**config.mk**
```make
export PLATFORM = sky130hd
export DESIGN_NAME = qasr_readout
export DESIGN_NICKNAME = d
export VERILOG_FILES = /design/src/design/qasr_pkg.sv /design/src/design/qasr_readout.sv
export VERILOG_INCLUDE_DIRS = /design/src /design/src/design
export SDC_FILE = /design/constraint.sdc
export NUM_CORES = 1
export LEC_CHECK = 0
export ABC_AREA = 1
export BUFFER_PORTS_ARGS = -buffer_cell sky130_fd_sc_hd__buf_2
export CAP_MARGIN = 40
export CORE_UTILIZATION = 45
export CTS_BUF_LIST = sky130_fd_sc_hd__clkbuf_2
export DETAILED_ROUTE_END_ITERATION = 16
export PLACE_DENSITY = 0.65
export SLEW_MARGIN = 40
export SYNTH_ARGS = -nofsm -noshare
export SYNTH_HDL_FRONTEND = slang
export SYNTH_SLANG_ARGS = --single-unit
```
**constraint.sdc**
```tcl
create_clock -name clk -period 2.3 [get_ports clk]
set_input_delay 0.23 -clock clk [delete_from_list [all_inputs] [get_ports clk]]
set_output_delay 0.23 -clock clk [all_outputs]
set_load 0.02 [all_outputs]
```
**src/design/qasr_defines.svh**
```systemverilog
// Offsets, field positions, reset values and counts of the quad readout block.
// Assumes inclusion by bare name from the package and the design module.
`ifndef QASR_DEFINES_SVH
`define QASR_DEFINES_SVH

// ----------------------------------------
// Geometry
// ----------------------------------------
`define QASR_LANES 4
`define QASR_FRAME_BITS 16
`define QASR_ADDR_W 8

// ----------------------------------------
// Register map (byte addresses)
// ----------------------------------------
`define QASR_OFF_CTRL 8'h00
`define QASR_OFF_PATTERN 8'h04
`define QASR_OFF_STATUS 8'h08
`define QASR_OFF_RES_LO 8'h0C
`define QASR_OFF_RES_HI 8'h10

// ----------------------------------------
// Fields and reset values
// ----------------------------------------
`define QASR_CTRL_PATTERN_BIT 0
`define QASR_PATTERN_RESET 16'h0000
`define QASR_STAT_POWER_LSB 0
`define QASR_STAT_COUNT_LSB 4
`define QASR_STAT_LVDS_BIT 8
`define QASR_STAT_DDR_BIT 9
`define QASR_STAT_ECHO_OFF_BIT 10
`define QASR_STAT_BUSY_BIT 11
`define QASR_STAT_FRAMES_LSB 16
`define QASR_RESP_OKAY 2'h0
`define QASR_RESP_SLVERR 2'h2

// ----------------------------------------
// Strobe pulse counts of the power sequence
// ----------------------------------------
`define QASR_NAP_PULSES 3'h2
`define QASR_SLEEP_PULSES 3'h4
`define QASR_WAKE_PULSES 3'h5

`endif

```
**src/design/qasr_pkg.sv**
```systemverilog
// Types shared by the quad readout block and its bench.
// Assumes qasr_defines.svh is on the include path.
`include "qasr_defines.svh"

package qasr_pkg;

  typedef enum logic [2:0] {
    QASR_OPER  = 3'h1,
    QASR_NAP   = 3'h2,
    QASR_SLEEP = 3'h4
  } qasr_power_e;

  // Index 0 is lane one / lane A / channel 1
  typedef struct packed {
    logic [`QASR_LANES-1:0] cmosLane;
    logic [`QASR_LANES-1:0] diffLaneP;
    logic [`QASR_LANES-1:0] diffLaneN;
    logic echoClockOut;
    logic echoClockOutP;
    logic echoClockOutN;
  } qasr_lanes_s;

  typedef struct packed {
    logic awvalid;
    logic [`QASR_ADDR_W-1:0] awaddr;
    logic wvalid;
    logic [31:0] wdata;
    logic [3:0] wstrb;
    logic bready;
    logic arvalid;
    logic [`QASR_ADDR_W-1:0] araddr;
    logic rready;
  } qasr_axi_req_s;

  typedef struct packed {
    logic awready;
    logic wready;
    logic bvalid;
    logic [1:0] bresp;
    logic arready;
    logic rvalid;
    logic [31:0] rdata;
    logic [1:0] rresp;
  } qasr_axi_rsp_s;

endpackage : qasr_pkg

```
**src/design/qasr_readout.sv**
```systemverilog
// Digital side of a four-channel sampling converter: serial readout, echo clock,
// nap/sleep sequencing and an AXI4-Lite register slave.
// Assumes SCK, the conversion strobe and the straps arrive asynchronously to clk,
// and that converter results arrive on coreResult in the clk domain.
// Pin edges are seen three to four clk cycles late: SCK and strobe levels must
// each hold two clk cycles, which caps the link rate this block can follow.
//
// Behaviour
// [RQ1] Drive an echo clock matched in timing to the serial data lanes.
// [RQ2] Echo-disable strap high keeps the echo clock outputs quiet.
// [RQ3] SCK static plus two strobe pulses: nap on the second rising edge.
// [RQ4] Nap lasts until an SCK rising edge or further strobe pulses.
// [RQ5] From nap, two further strobe pulses with SCK static enter sleep.
// [RQ6] In CMOS mode an SCK rising edge wakes the device from sleep.
// [RQ7] Host waits 10ms after sleep exit before trusting conversions.
// [RQ8] The fifth strobe pulse of the sequence wakes from sleep, any mode.
// [RQ9] SCK pulses between strobes restart the pulse count while operational.
// [RQ10] Strobe pulses alone cycle operational, nap, sleep endlessly.
// [RQ11] Interface-select strap picks CMOS or LVDS signalling.
// [RQ12] Results leave MSB first, paced by SCK.
// [RQ13] CMOS mode: four single-ended lanes plus echo clock out, SCK in.
// [RQ14] LVDS mode: lanes A to D carry channels 1 to 4.
// [RQ15] Single rate: data advance one bit per SCK falling edge.
// [RQ16] Double rate: data advance on both SCK edges.
// [RQ17] Rate strap low means single rate, high means double rate.
// [RQ18] Echo clock is a delayed SCK copy aligned with the data.
// [RQ19] Single rate: data change on echo clock falling edges.
// [RQ20] Receiver captures single-rate data on echo rising edges.
// [RQ21] Receiver captures double-rate data on both edges, with delay.
// [RQ22] Strobe rising starts sampling; falling starts conversion and readout.
// [RQ23] Host supplies SCK fast enough for the wanted throughput.
// [RQ24] Host discards the first result of a burst.
// [RQ25] Host waits 10ms after power-on before converting; the bench waits 2 clk cycles after reset release.
// [RQ26] Each frame is 16 bits: 16 edges per readout.
//
// Register access over AXI4-Lite and the register offsets were chosen for this implementation.
`timescale 1ns/1ps
`include "qasr_defines.svh"

module qasr_readout
  import qasr_pkg::*;
#(
  parameter int DATA_BITS = `QASR_FRAME_BITS,
  parameter int LANES = `QASR_LANES
) (
  input wire logic clk,
  input wire logic rst_n,
  input wire logic sckIn,
  input wire logic conversionStrobe,
  input wire logic interfaceSelStrap,
  input wire logic rateSelectStrap,
  input wire logic echoDisableStrap,
  input wire logic [LANES-1:0][DATA_BITS-1:0] coreResult,
  input wire qasr_axi_req_s axiReq,
  output qasr_axi_rsp_s axiRsp,
  output qasr_lanes_s lanesOut,
  output qasr_power_e powerMode,
  output logic trackHold,
  output logic conversionStart
);

  // ----------------------------------------
  // Parameter check
  // ----------------------------------------
  generate
    if (DATA_BITS < 2 || DATA_BITS > `QASR_FRAME_BITS || LANES != `QASR_LANES) begin : gBad
      $error("qasr_readout: unsupported DATA_BITS or LANES");
    end
    // Sequence thresholds must rise, or a power state could never be left
    if (`QASR_NAP_PULSES >= `QASR_SLEEP_PULSES ||
        `QASR_SLEEP_PULSES >= `QASR_WAKE_PULSES) begin : gBadSeq
      $error("qasr_readout: power sequence counts out of order");
    end
  endgenerate

  localparam logic [4:0] FRAME_EDGES = 5'(DATA_BITS);

  typedef struct packed {
    logic [2:0] sckSync;
    logic [2:0] strobeSync;
    logic [2:0] lvdsSync;
    logic [2:0] rateSync;
    logic [2:0] echoOffSync;
    logic sckLvl;
    logic strobeLvl;
    logic lvds;
    logic ddr;
    logic echoOff;
    qasr_power_e power;
    logic [2:0] pulseCount;
    logic [LANES-1:0][DATA_BITS-1:0] pending;
    logic [LANES-1:0][DATA_BITS-1:0] shift;
    logic [4:0] edgesLeft;
    logic [LANES-1:0] laneBit;
    qasr_lanes_s lanes;
    logic trackHold;
    logic convStart;
    logic [15:0] frames;
    logic patternOn;
    logic [15:0] pattern;
    logic awHeld;
    logic [`QASR_ADDR_W-1:0] awAddr;
    logic wHeld;
    logic [31:0] wData;
    logic [3:0] wStrb;
    qasr_axi_rsp_s rsp;
  } qasr_state_s;

  qasr_state_s stateReg;
  qasr_state_s stateNext;

  function automatic logic [31:0] qasr_merge(input logic [31:0] old,
                                             input logic [31:0] wd,
                                             input logic [3:0] strb);
    logic [31:0] res;
    res = old;
    for (int i = 0; i < 4; i++) begin
      if (strb[i]) begin
        res[8*i +: 8] = wd[8*i +: 8];
      end
    end
    return res;
  endfunction : qasr_merge

  // Filtered level: moves only once the second and third stage agree
  function automatic logic qasr_filter(input logic [2:0] chain, input logic lvl);
    return (chain[1] == chain[2]) ? chain[2] : lvl;
  endfunction : qasr_filter

  // One clk step of a three-stage pin synchroniser
  function automatic logic [2:0] qasr_sync_step(input logic [2:0] chain, input logic pin);
    return {chain[1:0], pin};
  endfunction : qasr_sync_step

  function automatic logic qasr_rise(input logic nowLvl, input logic wasLvl);
    return nowLvl & ~wasLvl;
  endfunction : qasr_rise

  function automatic logic qasr_fall(input logic nowLvl, input logic wasLvl);
    return ~nowLvl & wasLvl;
  endfunction : qasr_fall

  function automatic logic [2:0] qasr_count_up(input logic [2:0] val);
    return 3'(val + 3'h1);
  endfunction : qasr_count_up

  // Status word; straps packed as {echo off, ddr, lvds}
  function automatic logic [31:0] qasr_status_word(
    input qasr_power_e power,
    input logic [2:0] pulses,
    input logic [2:0] straps,
    input logic busy,
    input logic [15:0] frames
  );
    logic [31:0] w;
    w = 32'h0000_0000;
    w[`QASR_STAT_POWER_LSB +: 3] = power;
    w[`QASR_STAT_COUNT_LSB +: 3] = pulses;
    w[`QASR_STAT_LVDS_BIT] = straps[0];
    w[`QASR_STAT_DDR_BIT] = straps[1];
    w[`QASR_STAT_ECHO_OFF_BIT] = straps[2];
    w[`QASR_STAT_BUSY_BIT] = busy;
    w[`QASR_STAT_FRAMES_LSB +: 16] = frames;
    return w;
  endfunction : qasr_status_word

  always_comb begin
    qasr_state_s n;
    logic sckRise;
    logic sckFall;
    logic strobeRise;
    logic strobeFall;
    logic advance;
    logic echoLvl;
    logic [2:0] cnt;
    logic [31:0] merged;
    logic [`QASR_ADDR_W-1:0] ra;
    n = stateReg;
    merged = 32'h0000_0000;
    ra = '0;
    sckRise = 1'b0;
    sckFall = 1'b0;
    strobeRise = 1'b0;
    strobeFall = 1'b0;
    advance = 1'b0;
    echoLvl = 1'b0;
    cnt = 3'h0;

    // ----------------------------------------
    // Pin synchronisers
    // ----------------------------------------
    n.sckSync = qasr_sync_step(stateReg.sckSync, sckIn);
    n.strobeSync = qasr_sync_step(stateReg.strobeSync, conversionStrobe);
    n.lvdsSync = qasr_sync_step(stateReg.lvdsSync, interfaceSelStrap);
    n.rateSync = qasr_sync_step(stateReg.rateSync, rateSelectStrap);
    n.echoOffSync = qasr_sync_step(stateReg.echoOffSync, echoDisableStrap);
    n.sckLvl = qasr_filter(stateReg.sckSync, stateReg.sckLvl);
    n.strobeLvl = qasr_filter(stateReg.strobeSync, stateReg.strobeLvl);
    n.lvds = qasr_filter(stateReg.lvdsSync, stateReg.lvds); // [RQ11]
    n.ddr = qasr_filter(stateReg.rateSync, stateReg.ddr); // [RQ17]
    n.echoOff = qasr_filter(stateReg.echoOffSync, stateReg.echoOff);
    sckRise = qasr_rise(n.sckLvl, stateReg.sckLvl);
    sckFall = qasr_fall(n.sckLvl, stateReg.sckLvl);
    strobeRise = qasr_rise(n.strobeLvl, stateReg.strobeLvl);
    strobeFall = qasr_fall(n.strobeLvl, stateReg.strobeLvl);

    // ----------------------------------------
    // Power sequence
    // ----------------------------------------
    // While operational, SCK activity clears the count first, so a strobe in the same cycle counts as one
    cnt = sckRise ? 3'h0 : stateReg.pulseCount; // [RQ9]
    if (strobeRise) begin
      cnt = qasr_count_up(cnt);
    end
    n.pulseCount = cnt;
    case (stateReg.power)
      QASR_OPER: begin
        if (strobeRise && cnt == `QASR_NAP_PULSES) begin
          n.power = QASR_NAP; // [RQ3] [RQ10]
        end
      end
      QASR_NAP: begin
        if (sckRise) begin
          n.power = QASR_OPER; // [RQ4]
          n.pulseCount = 3'h0;
        end else if (strobeRise && cnt == `QASR_SLEEP_PULSES) begin
          n.power = QASR_SLEEP; // [RQ5]
        end
      end
      QASR_SLEEP: begin
        if (sckRise && !stateReg.lvds) begin
          n.power = QASR_OPER; // [RQ6]
          n.pulseCount = 3'h0;
        end else if (strobeRise && stateReg.pulseCount == 3'(`QASR_WAKE_PULSES - 3'h1)) begin
          n.power = QASR_OPER; // [RQ8] [RQ10]
          n.pulseCount = 3'h0;
        end else begin
          // LVDS sleep: SCK neither wakes the device nor clears the pulse count
          n.pulseCount = strobeRise ? qasr_count_up(stateReg.pulseCount) : stateReg.pulseCount;
        end
      end
      default: begin
        n.power = QASR_OPER;
        n.pulseCount = 3'h0;
      end
    endcase

    // ----------------------------------------
    // Sampling, conversion and readout
    // ----------------------------------------
    n.trackHold = (stateReg.power == QASR_OPER) && n.strobeLvl; // [RQ22]
    n.convStart = 1'b0;
    if (strobeFall && stateReg.power == QASR_OPER) begin
      // One frame of latency: the frame sent now is the previous conversion
      n.shift = stateReg.pending; // [RQ22]
      for (int c = 0; c < LANES; c++) begin
        n.pending[c] = stateReg.patternOn ? DATA_BITS'(stateReg.pattern) : coreResult[c];
      end
      n.edgesLeft = FRAME_EDGES; // [RQ26]
      n.laneBit = '0;
      n.convStart = 1'b1;
      n.frames = 16'(stateReg.frames + 16'h0001);
    end else begin
      advance = sckFall || (stateReg.ddr && sckRise); // [RQ15] [RQ16]
      if (advance && stateReg.edgesLeft != 5'h00) begin
        for (int c = 0; c < LANES; c++) begin
          n.laneBit[c] = stateReg.shift[c][DATA_BITS-1]; // [RQ12] [RQ14]
          n.shift[c] = {stateReg.shift[c][DATA_BITS-2:0], 1'b0};
        end
        n.edgesLeft = 5'(stateReg.edgesLeft - 5'h01);
      end
    end

    // ----------------------------------------
    // Pin drivers
    // ----------------------------------------
    // Echo updates on the same clk edge as the lanes, so both carry equal delay
    echoLvl = n.echoOff ? 1'b0 : n.sckLvl; // [RQ1] [RQ2] [RQ18] [RQ19]
    if (n.lvds) begin
      n.lanes.cmosLane = '0;
      n.lanes.diffLaneP = n.laneBit; // [RQ14]
      n.lanes.diffLaneN = ~n.laneBit;
      n.lanes.echoClockOut = 1'b0;
      n.lanes.echoClockOutP = echoLvl;
      n.lanes.echoClockOutN = n.echoOff ? 1'b0 : ~echoLvl; // [RQ2]
    end else begin
      n.lanes.cmosLane = n.laneBit; // [RQ13]
      n.lanes.diffLaneP = '0;
      n.lanes.diffLaneN = '0;
      n.lanes.echoClockOut = echoLvl; // [RQ13]
      n.lanes.echoClockOutP = 1'b0;
      n.lanes.echoClockOutN = 1'b0;
    end

    // ----------------------------------------
    // AXI4-Lite write
    // ----------------------------------------
    if (stateReg.rsp.bvalid && axiReq.bready) begin
      n.rsp.bvalid = 1'b0;
    end
    if (axiReq.awvalid && stateReg.rsp.awready) begin
      n.awHeld = 1'b1;
      n.awAddr = axiReq.awaddr;
    end
    if (axiReq.wvalid && stateReg.rsp.wready) begin
      n.wHeld = 1'b1;
      n.wData = axiReq.wdata;
      n.wStrb = axiReq.wstrb;
    end
    if (n.awHeld && n.wHeld && !n.rsp.bvalid) begin
      n.awHeld = 1'b0;
      n.wHeld = 1'b0;
      n.rsp.bvalid = 1'b1;
      n.rsp.bresp = `QASR_RESP_OKAY;
      case ({n.awAddr[`QASR_ADDR_W-1:2], 2'h0})
        `QASR_OFF_CTRL: begin
          merged = qasr_merge({31'h0, stateReg.patternOn}, n.wData, n.wStrb);
          n.patternOn = merged[`QASR_CTRL_PATTERN_BIT];
        end
        `QASR_OFF_PATTERN: begin
          merged = qasr_merge({16'h0000, stateReg.pattern}, n.wData, n.wStrb);
          n.pattern = merged[15:0];
        end
        default: n.rsp.bresp = `QASR_RESP_SLVERR;
      endcase
    end
    n.rsp.awready = !n.awHeld && !n.rsp.bvalid;
    n.rsp.wready = !n.wHeld && !n.rsp.bvalid;

    // ----------------------------------------
    // AXI4-Lite read
    // ----------------------------------------
    if (stateReg.rsp.rvalid && axiReq.rready) begin
      n.rsp.rvalid = 1'b0;
    end
    if (axiReq.arvalid && stateReg.rsp.arready) begin
      ra = {axiReq.araddr[`QASR_ADDR_W-1:2], 2'h0};
      n.rsp.rvalid = 1'b1;
      n.rsp.rresp = `QASR_RESP_OKAY;
      n.rsp.rdata = 32'h0000_0000;
      case (ra)
        `QASR_OFF_CTRL: n.rsp.rdata[`QASR_CTRL_PATTERN_BIT] = stateReg.patternOn;
        `QASR_OFF_PATTERN: n.rsp.rdata[15:0] = stateReg.pattern;
        `QASR_OFF_STATUS: begin
          n.rsp.rdata = qasr_status_word(stateReg.power, stateReg.pulseCount,
                                         {stateReg.echoOff, stateReg.ddr, stateReg.lvds},
                                         stateReg.edgesLeft != 5'h00, stateReg.frames);
        end
        `QASR_OFF_RES_LO: begin
          n.rsp.rdata[15:0] = 16'(stateReg.pending[0]);
          n.rsp.rdata[31:16] = 16'(stateReg.pending[1]);
        end
        `QASR_OFF_RES_HI: begin
          n.rsp.rdata[15:0] = 16'(stateReg.pending[2]);
          n.rsp.rdata[31:16] = 16'(stateReg.pending[3]);
        end
        default: n.rsp.rresp = `QASR_RESP_SLVERR;
      endcase
    end
    n.rsp.arready = !n.rsp.rvalid;

    stateNext = n;
  end

  always_ff @(posedge clk or negedge rst_n) begin
    if (!rst_n) begin
      // Filtered levels reset low like idle pins, so no false edge follows reset
      stateReg <= '0;
      stateReg.power <= QASR_OPER;
      stateReg.pattern <= `QASR_PATTERN_RESET;
    end else begin
      stateReg <= stateNext;
    end
  end

  assign axiRsp = stateReg.rsp;
  assign lanesOut = stateReg.lanes;
  assign powerMode = stateReg.power;
  assign trackHold = stateReg.trackHold;
  assign conversionStart = stateReg.convStart;

endmodule : qasr_readout

```
Word-level counts from Yosys, hierarchy flattened:

Cells that the tools add are included.

* flip-flop bits (word level): 300

* $add $sub $neg: 4
* equality and inequality tests: 20
* muxes and demuxes: 39
* bitwise logic cells: 10
* reductions and logical operators: 34

Operator list (number)
* 73-bit 2-to-1 mux: 2
* 16-bit 2-to-1 mux: 4
* 15-bit case mux with 4 select lines: 1
* 16-bit case mux with 3 select lines: 1
* 37-bit 2-to-1 mux: 1
* 35-bit 2-to-1 mux: 1
* 3-bit 2-to-1 mux: 10
* 3-bit case mux with 3 select lines: 2
* 1-bit logical AND: 17
* 17-bit 2-to-1 mux: 1
* 16-bit by 1-bit adder with 16-bit output (second input constant): 1
* 15-bit 2-to-1 mux: 1
* 6-bit by 1-bit == test with 1-bit output (second input constant): 2
* 6-bit by 2-bit == test with 1-bit output (second input constant): 2
* 6-bit zero test: 2
* 3-bit AND reduction: 4
* 1-bit 2-to-1 mux: 10
* 3-bit == test (second input constant): 3
* 9-bit 2-to-1 mux: 1
* 3-bit by 1-bit adder with 3-bit output (second input constant): 2
* 3-bit by 2-bit == test with 1-bit output (second input constant): 2
* 6-bit by 3-bit == test with 1-bit output (second input constant): 1
* 1-bit zero test: 6
* 6-bit 2-to-1 mux: 1
* 16 further kinds: 29

Depth between registers and ports, before layout:

Gate-level depths: netlist of run 1.

* depth after elaboration: 11
* mapped depth: 14
* gate-level depth less buffers: 14

Least setup slack after synthesis of run 1:

OpenSTA, ideal clock, no wires.

* kind: reg2reg
* from: register stateReg[284] (netlist bit)
* to: register stateReg, in the netlist powerMode[1]
* arrival time: 1632 ps
* required time: 2182 ps
* slack: 549 ps
* cell stages (with the launch flop): 13
* cell sequence: dfrtp_1 -> inv_1 -> nand3_2 -> nand2_1 -> inv_1 -> ha_1 -> or2_2 -> nand2_1 -> nand2_1 -> nand2_1 -> nand2_1 -> nand2_1 -> nand2_1

* cells in the longest elaborated chain, start to end: 9
* elaborated cells on any way between the ends: 18
* those cells by class: add/sub (1); eq/ne (5); mux (6); bitwise (2); reduce/logical (4)

RTL lines
* start, declared: line qasr_readout.sv:109 `qasr_state_s stateReg;`
* start signal, assigned: line qasr_readout.sv:372 `stateReg <= stateNext;`
* 1-bit 2-to-1 mux / 1-bit NOT (equally long branches): line qasr_readout.sv:127, qasr_readout.sv:136
* 1-bit bitwise AND (*): line qasr_readout.sv:136 `return nowLvl & ~wasLvl;`
* 3-bit 2-to-1 mux: line qasr_readout.sv:211 `cnt = sckRise ? 3'h0 : stateReg.pulseCount;`
* 3-bit by 1-bit adder with 3-bit output: line qasr_readout.sv:144 `return 3'(val + 3'h1);`
* 3-bit 2-to-1 mux: line qasr_readout.sv:212 `if (strobeRise) begin`
* 3-bit == test (no source line) / 3-bit by 2-bit == test with 1-bit output (equally long branches)
* 1-bit logical AND (no source line)
* 3-bit != test (no source line) / 2-bit != test (equally long branches)
* 3-bit AND reduction (no source line)

Mark *: on every way between the ends. The rest lies on a longest branch, timed or not.
A chain may end at the register's enable or synchronous reset.

==> results.yml, run 1 <==
status:
  outcome: "finished clean"
sta:
  worstMarginPinSlew_ps: 635
  skew_ps: 75.9
  setup_tns_ps: 0
  max_slew_margin: 0.576
  rsz0062_at_grt: "false"
  fmaxAchievable_mhz: 448
  finalSetupViolCount: 0
  hold_violations: 0
  finalCriticalPeriod_ps: 2230
  period_share: 0.970
  setup_slack_ps: 70.1
  slew_viol_final: 0
global_routing:
  grt_max_degree: 97
  grt_pass1_vias: 11374
  grt.overflow.total: 0
  antenna_found_initial: 1
  grt_util_all_layers: 0.265
  grt_pass1_wl_mm: 58.7
clocking:
  htree_levels: 3
  cts_tree: "yes"
  clock_latency_ps: 850
  clock_sinks: 278
  cts.reportedPaths.clkPinSlew_ps: 100
  ctsLongestPathBuffers: 3
  cts_root_buf: "clkbuf_2"
  cts_buffers: 75
worst_hold_path:
  whs_endpoint: "stateNext[286]$_DFF_PN0_"
  min-delay-path-class: "input port to flip-flop"
  hold-path-cell-count: 2
  holdCritStartpoint: "echoDisableStrap"
floorplan:
  die_x_um: 171
  start_util: 0.461
  coreArea_sq_mm: 0.0279
  dieArea_sq_mm: 0.0293
  pin_count: 189
  rows: 61
  fp.dieH_um: 171
worst_setup_path:
  crit_fanout: 15
  worst_ep_arrival_time_ps: 2900
  worstPathRequired_ps: 2970
  r2r_cells: 7
  worstSetupStartpointType: "flip-flop"
  r2r_end: "stateReg[57]$_DFF_PN0_"
  r2r-start: "axiRsp[39]$_DFF_PN0_"
  r2r_slack_ps: 70
  critPathKind: "flip-flop to flip-flop"
  end_kind: "flip-flop"
yosys:
  synth_cells: 1517
  yosysWarnings: 0
  synthDistinctLibCells: 39
  syn_area_sq_mm: 0.0129
  syn_area_per_cell_sq_um: 8.48
  seq_area_frac_synth: 0.541
  ys_ff_latch: 278
drt:
  detailroute.via_count: 11354
  wire_per_inst_um: 16.9
  wl_mm: 37.6
  viasPerCell: 5.11
  firstDrtPassIters: 5
  drc_errors: 0
  drtAntennaViolNets: 0
  drt-initial-drc-count: 848
power_and_ir_drop:
  p_per_area_mw_per_mm2: 1060
  power.leakage_nw: 7.89
  peakVddDrop_mv: 0.643
placement:
  dp_slack_ps: 290
  place.gp.congestion: 0.885
  dp_hpwl_mm: 24.9
  placed_area_sq_mm: 0.0137
  port_buffers: 164
final_layout:
  drive_gt1_frac: 0.182
  stdcell_area_sq_mm: 0.0157
  final_common_cell: "nand2_1"
  layout_common_cells: "nand2_1 (447), dfrtp_1 (277), buf_2 (163)"
  nets: 1932
  area_growth_pct: 22.0
job:
  maxCapViolCount: 0
==> per-layer routing <==
layer  track usage  vias to the layer above  wire [um]
met2         0.452                      378      18400
li1              -                     5492          -
met5             0                        -          0
met4         0.128                        0       1430
met3        0.0581                       83       2460
met1         0.317                     5401      15300
==> worst max path at each step <==
stage	from	endpoint	cells after the start
global placement	powerMode[0]$_DFFE_PN1P_	lanesOut[13]$_DFF_PN0_	8
finish	axiRsp[39]$_DFF_PN0_	stateReg[57]$_DFF_PN0_	7
detailed placement	powerMode[0]$_DFFE_PN1P_	lanesOut[13]$_DFF_PN0_	8
global route	axiRsp[39]$_DFF_PN0_	stateReg[57]$_DFF_PN0_	7
floorplan	stateReg[284]$_DFF_PN0_	powerMode[1]$_DFFE_PN0P_	12
CTS	axiRsp[39]$_DFF_PN0_	stateReg[57]$_DFF_PN0_	7
==> power breakdown <==
group,total (mW),switching [mW],internal [mW]
clock,3.18,1.99,1.19
sequential,7.75,1.10,6.65
combinational,5.70,3.60,2.10
==> through the flow <==
| stage | utilization | hold WS (ps) | total power [mW] | instances |
|---|---|---|---|---|
| 3_5_place_dp | 0.491 | 207 | 12.9 | 1963 |
| 3_3_place_gp | 0.491 | 208 | 12.8 | 1963 |
| 2_1_floorplan | - | -65.6 | 11.3 | 1518 |
| 6_report | 0.562 | 65.3 | 16.6 | 2222 |
| 4_1_cts | 0.562 | 10.1 | 16.6 | 2221 |
| 5_1_grt | 0.562 | 13.1 | 17.8 | 2222 |
==> sequential cells by signal (all words and copies together) (netlist names) <==
name and cells:
stateReg 209, axiRsp 39, lanesOut 15, stateNext 10
powerMode 3, conversionStart 1, trackHold 1
==> Yosys cell counts <==
cell	n	share of area
nand2_1	448	0.13
dfrtp_1	277	0.54
nor2_1	152	0.044
inv_1	122	0.036
nand3_1	102	0.040
buf_4	75	0.044
a31oi_1	64	0.031
o211ai_1	54	0.032
o21ai_0	47	0.018
buf_2	25	0.0097
nand4_1	24	0.012
clkbuf_1	22	0.0064
a21oi_1	16	0.0062
o22ai_1	13	0.0063
xor2_1	12	0.0082
nor3_1	9	0.0035
buf_1	7	0.0020
o21ai_1	6	0.0023
ha_1	5	0.0049
nor2_2	5	0.0024
nor3_2	5	0.0039
nand3_2	4	0.0031
buf_6	3	0.0026
or2_2	3	0.0015
inv_2	2	0.00058
o221ai_1	2	0.0014
clkinv_1	1	0.00029
conb_1	1	0.00029
dfstp_2	1	0.0020
maj3_1	1	0.00078
nand2_2	1	0.00049
nand3b_1	1	0.00058
nor3_4	1	0.0013
nor3b_1	1	0.00058
o2111ai_1	1	0.00068
o21a_1	1	0.00058
o21ai_2	1	0.00068
o31ai_1	1	0.00058
xnor2_1	1	0.00068
==> worst max-delay path, stage by stage (launching register included) <==
cell,delay (ps)
dfrtp_1,420
nand2_2,110
inv_1,80
buf_4,190
nand2_1,70
dlygate4sd3_1,550
nand2_1,90
dlygate4sd3_1,590
==> area by class of cell <==
| class | instances | area [sq um] |
|---|---|---|
| fillers | 2654 | 12200 |
| flip-flops and latches | 278 | 6960 |
| multi-input cells | 983 | 4630 |
| repair buffers | 336 | 2570 |
| clock buffers | 103 | 515 |
| well taps | 378 | 473 |
| inverters | 125 | 472 |
| clock inverters | 18 | 71.3 |
| diodes | 1 | 2.50 |
==> kinds of logic (layout without fill, tap and decap cells) <==
family	Yosys count	in the layout	share of synthesized area
other	1	3	0.000291
adder cells (fa/ha/maj)	6	6	0.00564
buffers and inverters	257	582	0.101
AO/OA/AOI/OAI	206	206	0.0997
AND/OR/NAND/NOR	756	756	0.244
flip-flops	278	278	0.541
XOR/XNOR	13	13	0.00885
==> repair_timing <==
item	in CTS	in global routing
buffers inserted	0	0
resized for setup	0	1
hold buffers	137	0
endpoints found under the hold margin	428	0
setup endpoints to repair	0	1
Power figures use the tool's default switching activity.
==> run 2: changes to the inputs <==
--- a/config.mk
+++ b/config.mk
@@ -13,6 +13,7 @@
 export CTS_BUF_LIST = sky130_fd_sc_hd__clkbuf_2
 export DETAILED_ROUTE_END_ITERATION = 16
 export PLACE_DENSITY = 0.65
+export SKIP_CTS_REPAIR_TIMING = 1
 export SLEW_MARGIN = 40
 export SYNTH_ARGS = -nofsm -noshare
 export SYNTH_HDL_FRONTEND = slang
==> constraint.sdc (replaced) <==
create_clock -name clk -period 2.3 [get_ports clk]
set_input_delay 0.23 -clock clk [delete_from_list [all_inputs] [get_ports clk]]
set_output_delay 0.23 -clock clk [all_outputs]
set_load 0.1 [all_outputs]
==> results.yml, run 2 (synthesized netlist as in run 1, its figures left out) <==
worst_setup_path:
  critical_path.top_delay_family: "flip-flops"
  worst_ep_arrival_time_ps: 1830
  crit_chain: "buf_2"
  end_kind: "output pin"
  worstPathRequired_ps: 2070
  critical_path_depth: 1
  r2r_slack_ps: 250
  critPathMaxStageDelay_ps: 570
  r2r_cells: 7
  critPathKind: "flip-flop to output pin"
  crit_buf_inv: 1
  r2r_end: "stateReg[252]$_DFFE_PN0P_"
  cpMaxStageDelayCell: "dfstp_2"
  r2r-start: "powerMode[0]$_DFFE_PN1P_"
  worstSetupStartpointType: "flip-flop"
  crit_fanout: 5
sta:
  worstMarginPinSlew_ps: 621
  setup_slack_ps: 239
  slew_viol_final: 0
  hold_violations: 0
  finalCriticalPeriod_ps: 2060
  rsz0062_at_grt: "false"
  finalSetupViolCount: 0
  skew_ps: 82.7
  fmaxAchievable_mhz: 485
  period_share: 0.896
  max_slew_margin: 0.585
  setup_tns_ps: 0
final_layout:
  largest_register_ffs: 209
  fin_util: 0.557
  area_growth_pct: 20.9
  fin_cells: 2209
  nets: 1919
  final_common_cell: "nand2_1"
  drive_gt1_frac: 0.183
  layout_common_cells: "nand2_1 (448), dfrtp_1 (277), buf_2 (163)"
  largest_register: "stateReg"
  nFillCells: 2662
worst_hold_path:
  holdCritStartpoint: "sckIn"
  whs_endpoint: "stateNext[298]$_DFF_PN0_"
  min-delay-path-class: "input port to flip-flop"
  hold-path-cell-count: 2
clocking:
  clock_latency_ps: 860
  cts.reportedPaths.clkPinSlew_ps: 90
  cts_tree: "yes"
  cts_buffers: 75
  clock_sinks: 278
  cts_root_buf: "clkbuf_2"
  htree_levels: 3
  ctsLongestPathBuffers: 3
global_routing:
  antenna_found_initial: 1
  grt_max_degree: 97
  grt_util_all_layers: 0.249
  grt.overflow.total: 0
  grt_pass1_wl_mm: 55.0
  grt_pass1_vias: 10517
drt:
  viasPerCell: 5.12
  drt-initial-drc-count: 864
  firstDrtPassIters: 5
  wl_mm: 37.3
  drc_errors: 0
  wire_per_inst_um: 16.9
  drtAntennaViolNets: 0
  detailroute.via_count: 11315
floorplan:
  coreArea_sq_mm: 0.0279
  dieArea_sq_mm: 0.0293
  fp.dieH_um: 171
  rows: 61
  die_x_um: 171
  start_util: 0.461
  pin_count: 189
power_and_ir_drop:
  finalPower_mw: 17.5
  p_per_area_mw_per_mm2: 1120
  peakVddDrop_mv: 0.995
  power.leakage_nw: 7.84
placement:
  dp.cells: 1963
  port_buffers: 164
  dp_hpwl_mm: 24.9
  dp_slack_ps: 290
  place.gp.congestion: 0.885
status:
  outcome: "finished clean"
job:
  maxCapViolCount: 0
run 2: changes by cell type in the layout (fill, tap and decap cells not counted), sizes merged:
cell,delta
dlygate4sd3,-13
run 2: worst max-delay path by stage:
stage	slack [ps]	to	from
2_1_floorplan	550	powerMode[1]$_DFFE_PN0P_	stateReg[284]$_DFF_PN0_
3_3_place_gp	320	lanesOut[13]$_DFF_PN0_	powerMode[0]$_DFFE_PN1P_
3_5_place_dp	290	lanesOut[13]$_DFF_PN0_	powerMode[0]$_DFFE_PN1P_
4_1_cts	170	powerMode[0]	powerMode[0]$_DFFE_PN1P_
5_1_grt	70	stateReg[216]$_DFFE_PN0P_	powerMode[0]$_DFFE_PN1P_
6_report	240	powerMode[0]	powerMode[0]$_DFFE_PN1P_
run 2: stage by stage:
stage	hold slack [ps]	instance area, sq um
final	54.7	15600
after global routing	-14.1	15600
after CTS	-753	14300
after detailed placement	207	13700
after global placement	208	13700
after floorplan	-65.6	12900
run 2: per-layer routing:
metal / vias up / global-route usage / routed length [um]
li1: 5466 / - / -
met1: 5363 / 0.308 / 15500
met2: 395 / 0.404 / 18000
met3: 91 / 0.0604 / 2320
met4: 0 / 0.128 / 1470
met5: - / 0 / 0
run 2: report_power, final:
group,switching [mW],internal [mW]
Sequential,1.11,6.65
Clock,1.98,1.19
Combinational,4.53,2.00
Total,7.62,9.84
run 2: final cells by class:
type	instances	area, sq um	share of cell area
Clock inverter	18	71.3	0.00458
Multi-Input combinational cell	983	4630	0.297
Antenna cell	1	2.50	0.000161
Sequential cell	278	6960	0.447
Timing Repair Buffer	323	2440	0.157
Tap cell	378	473	0.0304
Clock buffer	103	515	0.0331
Inverter	125	472	0.0303
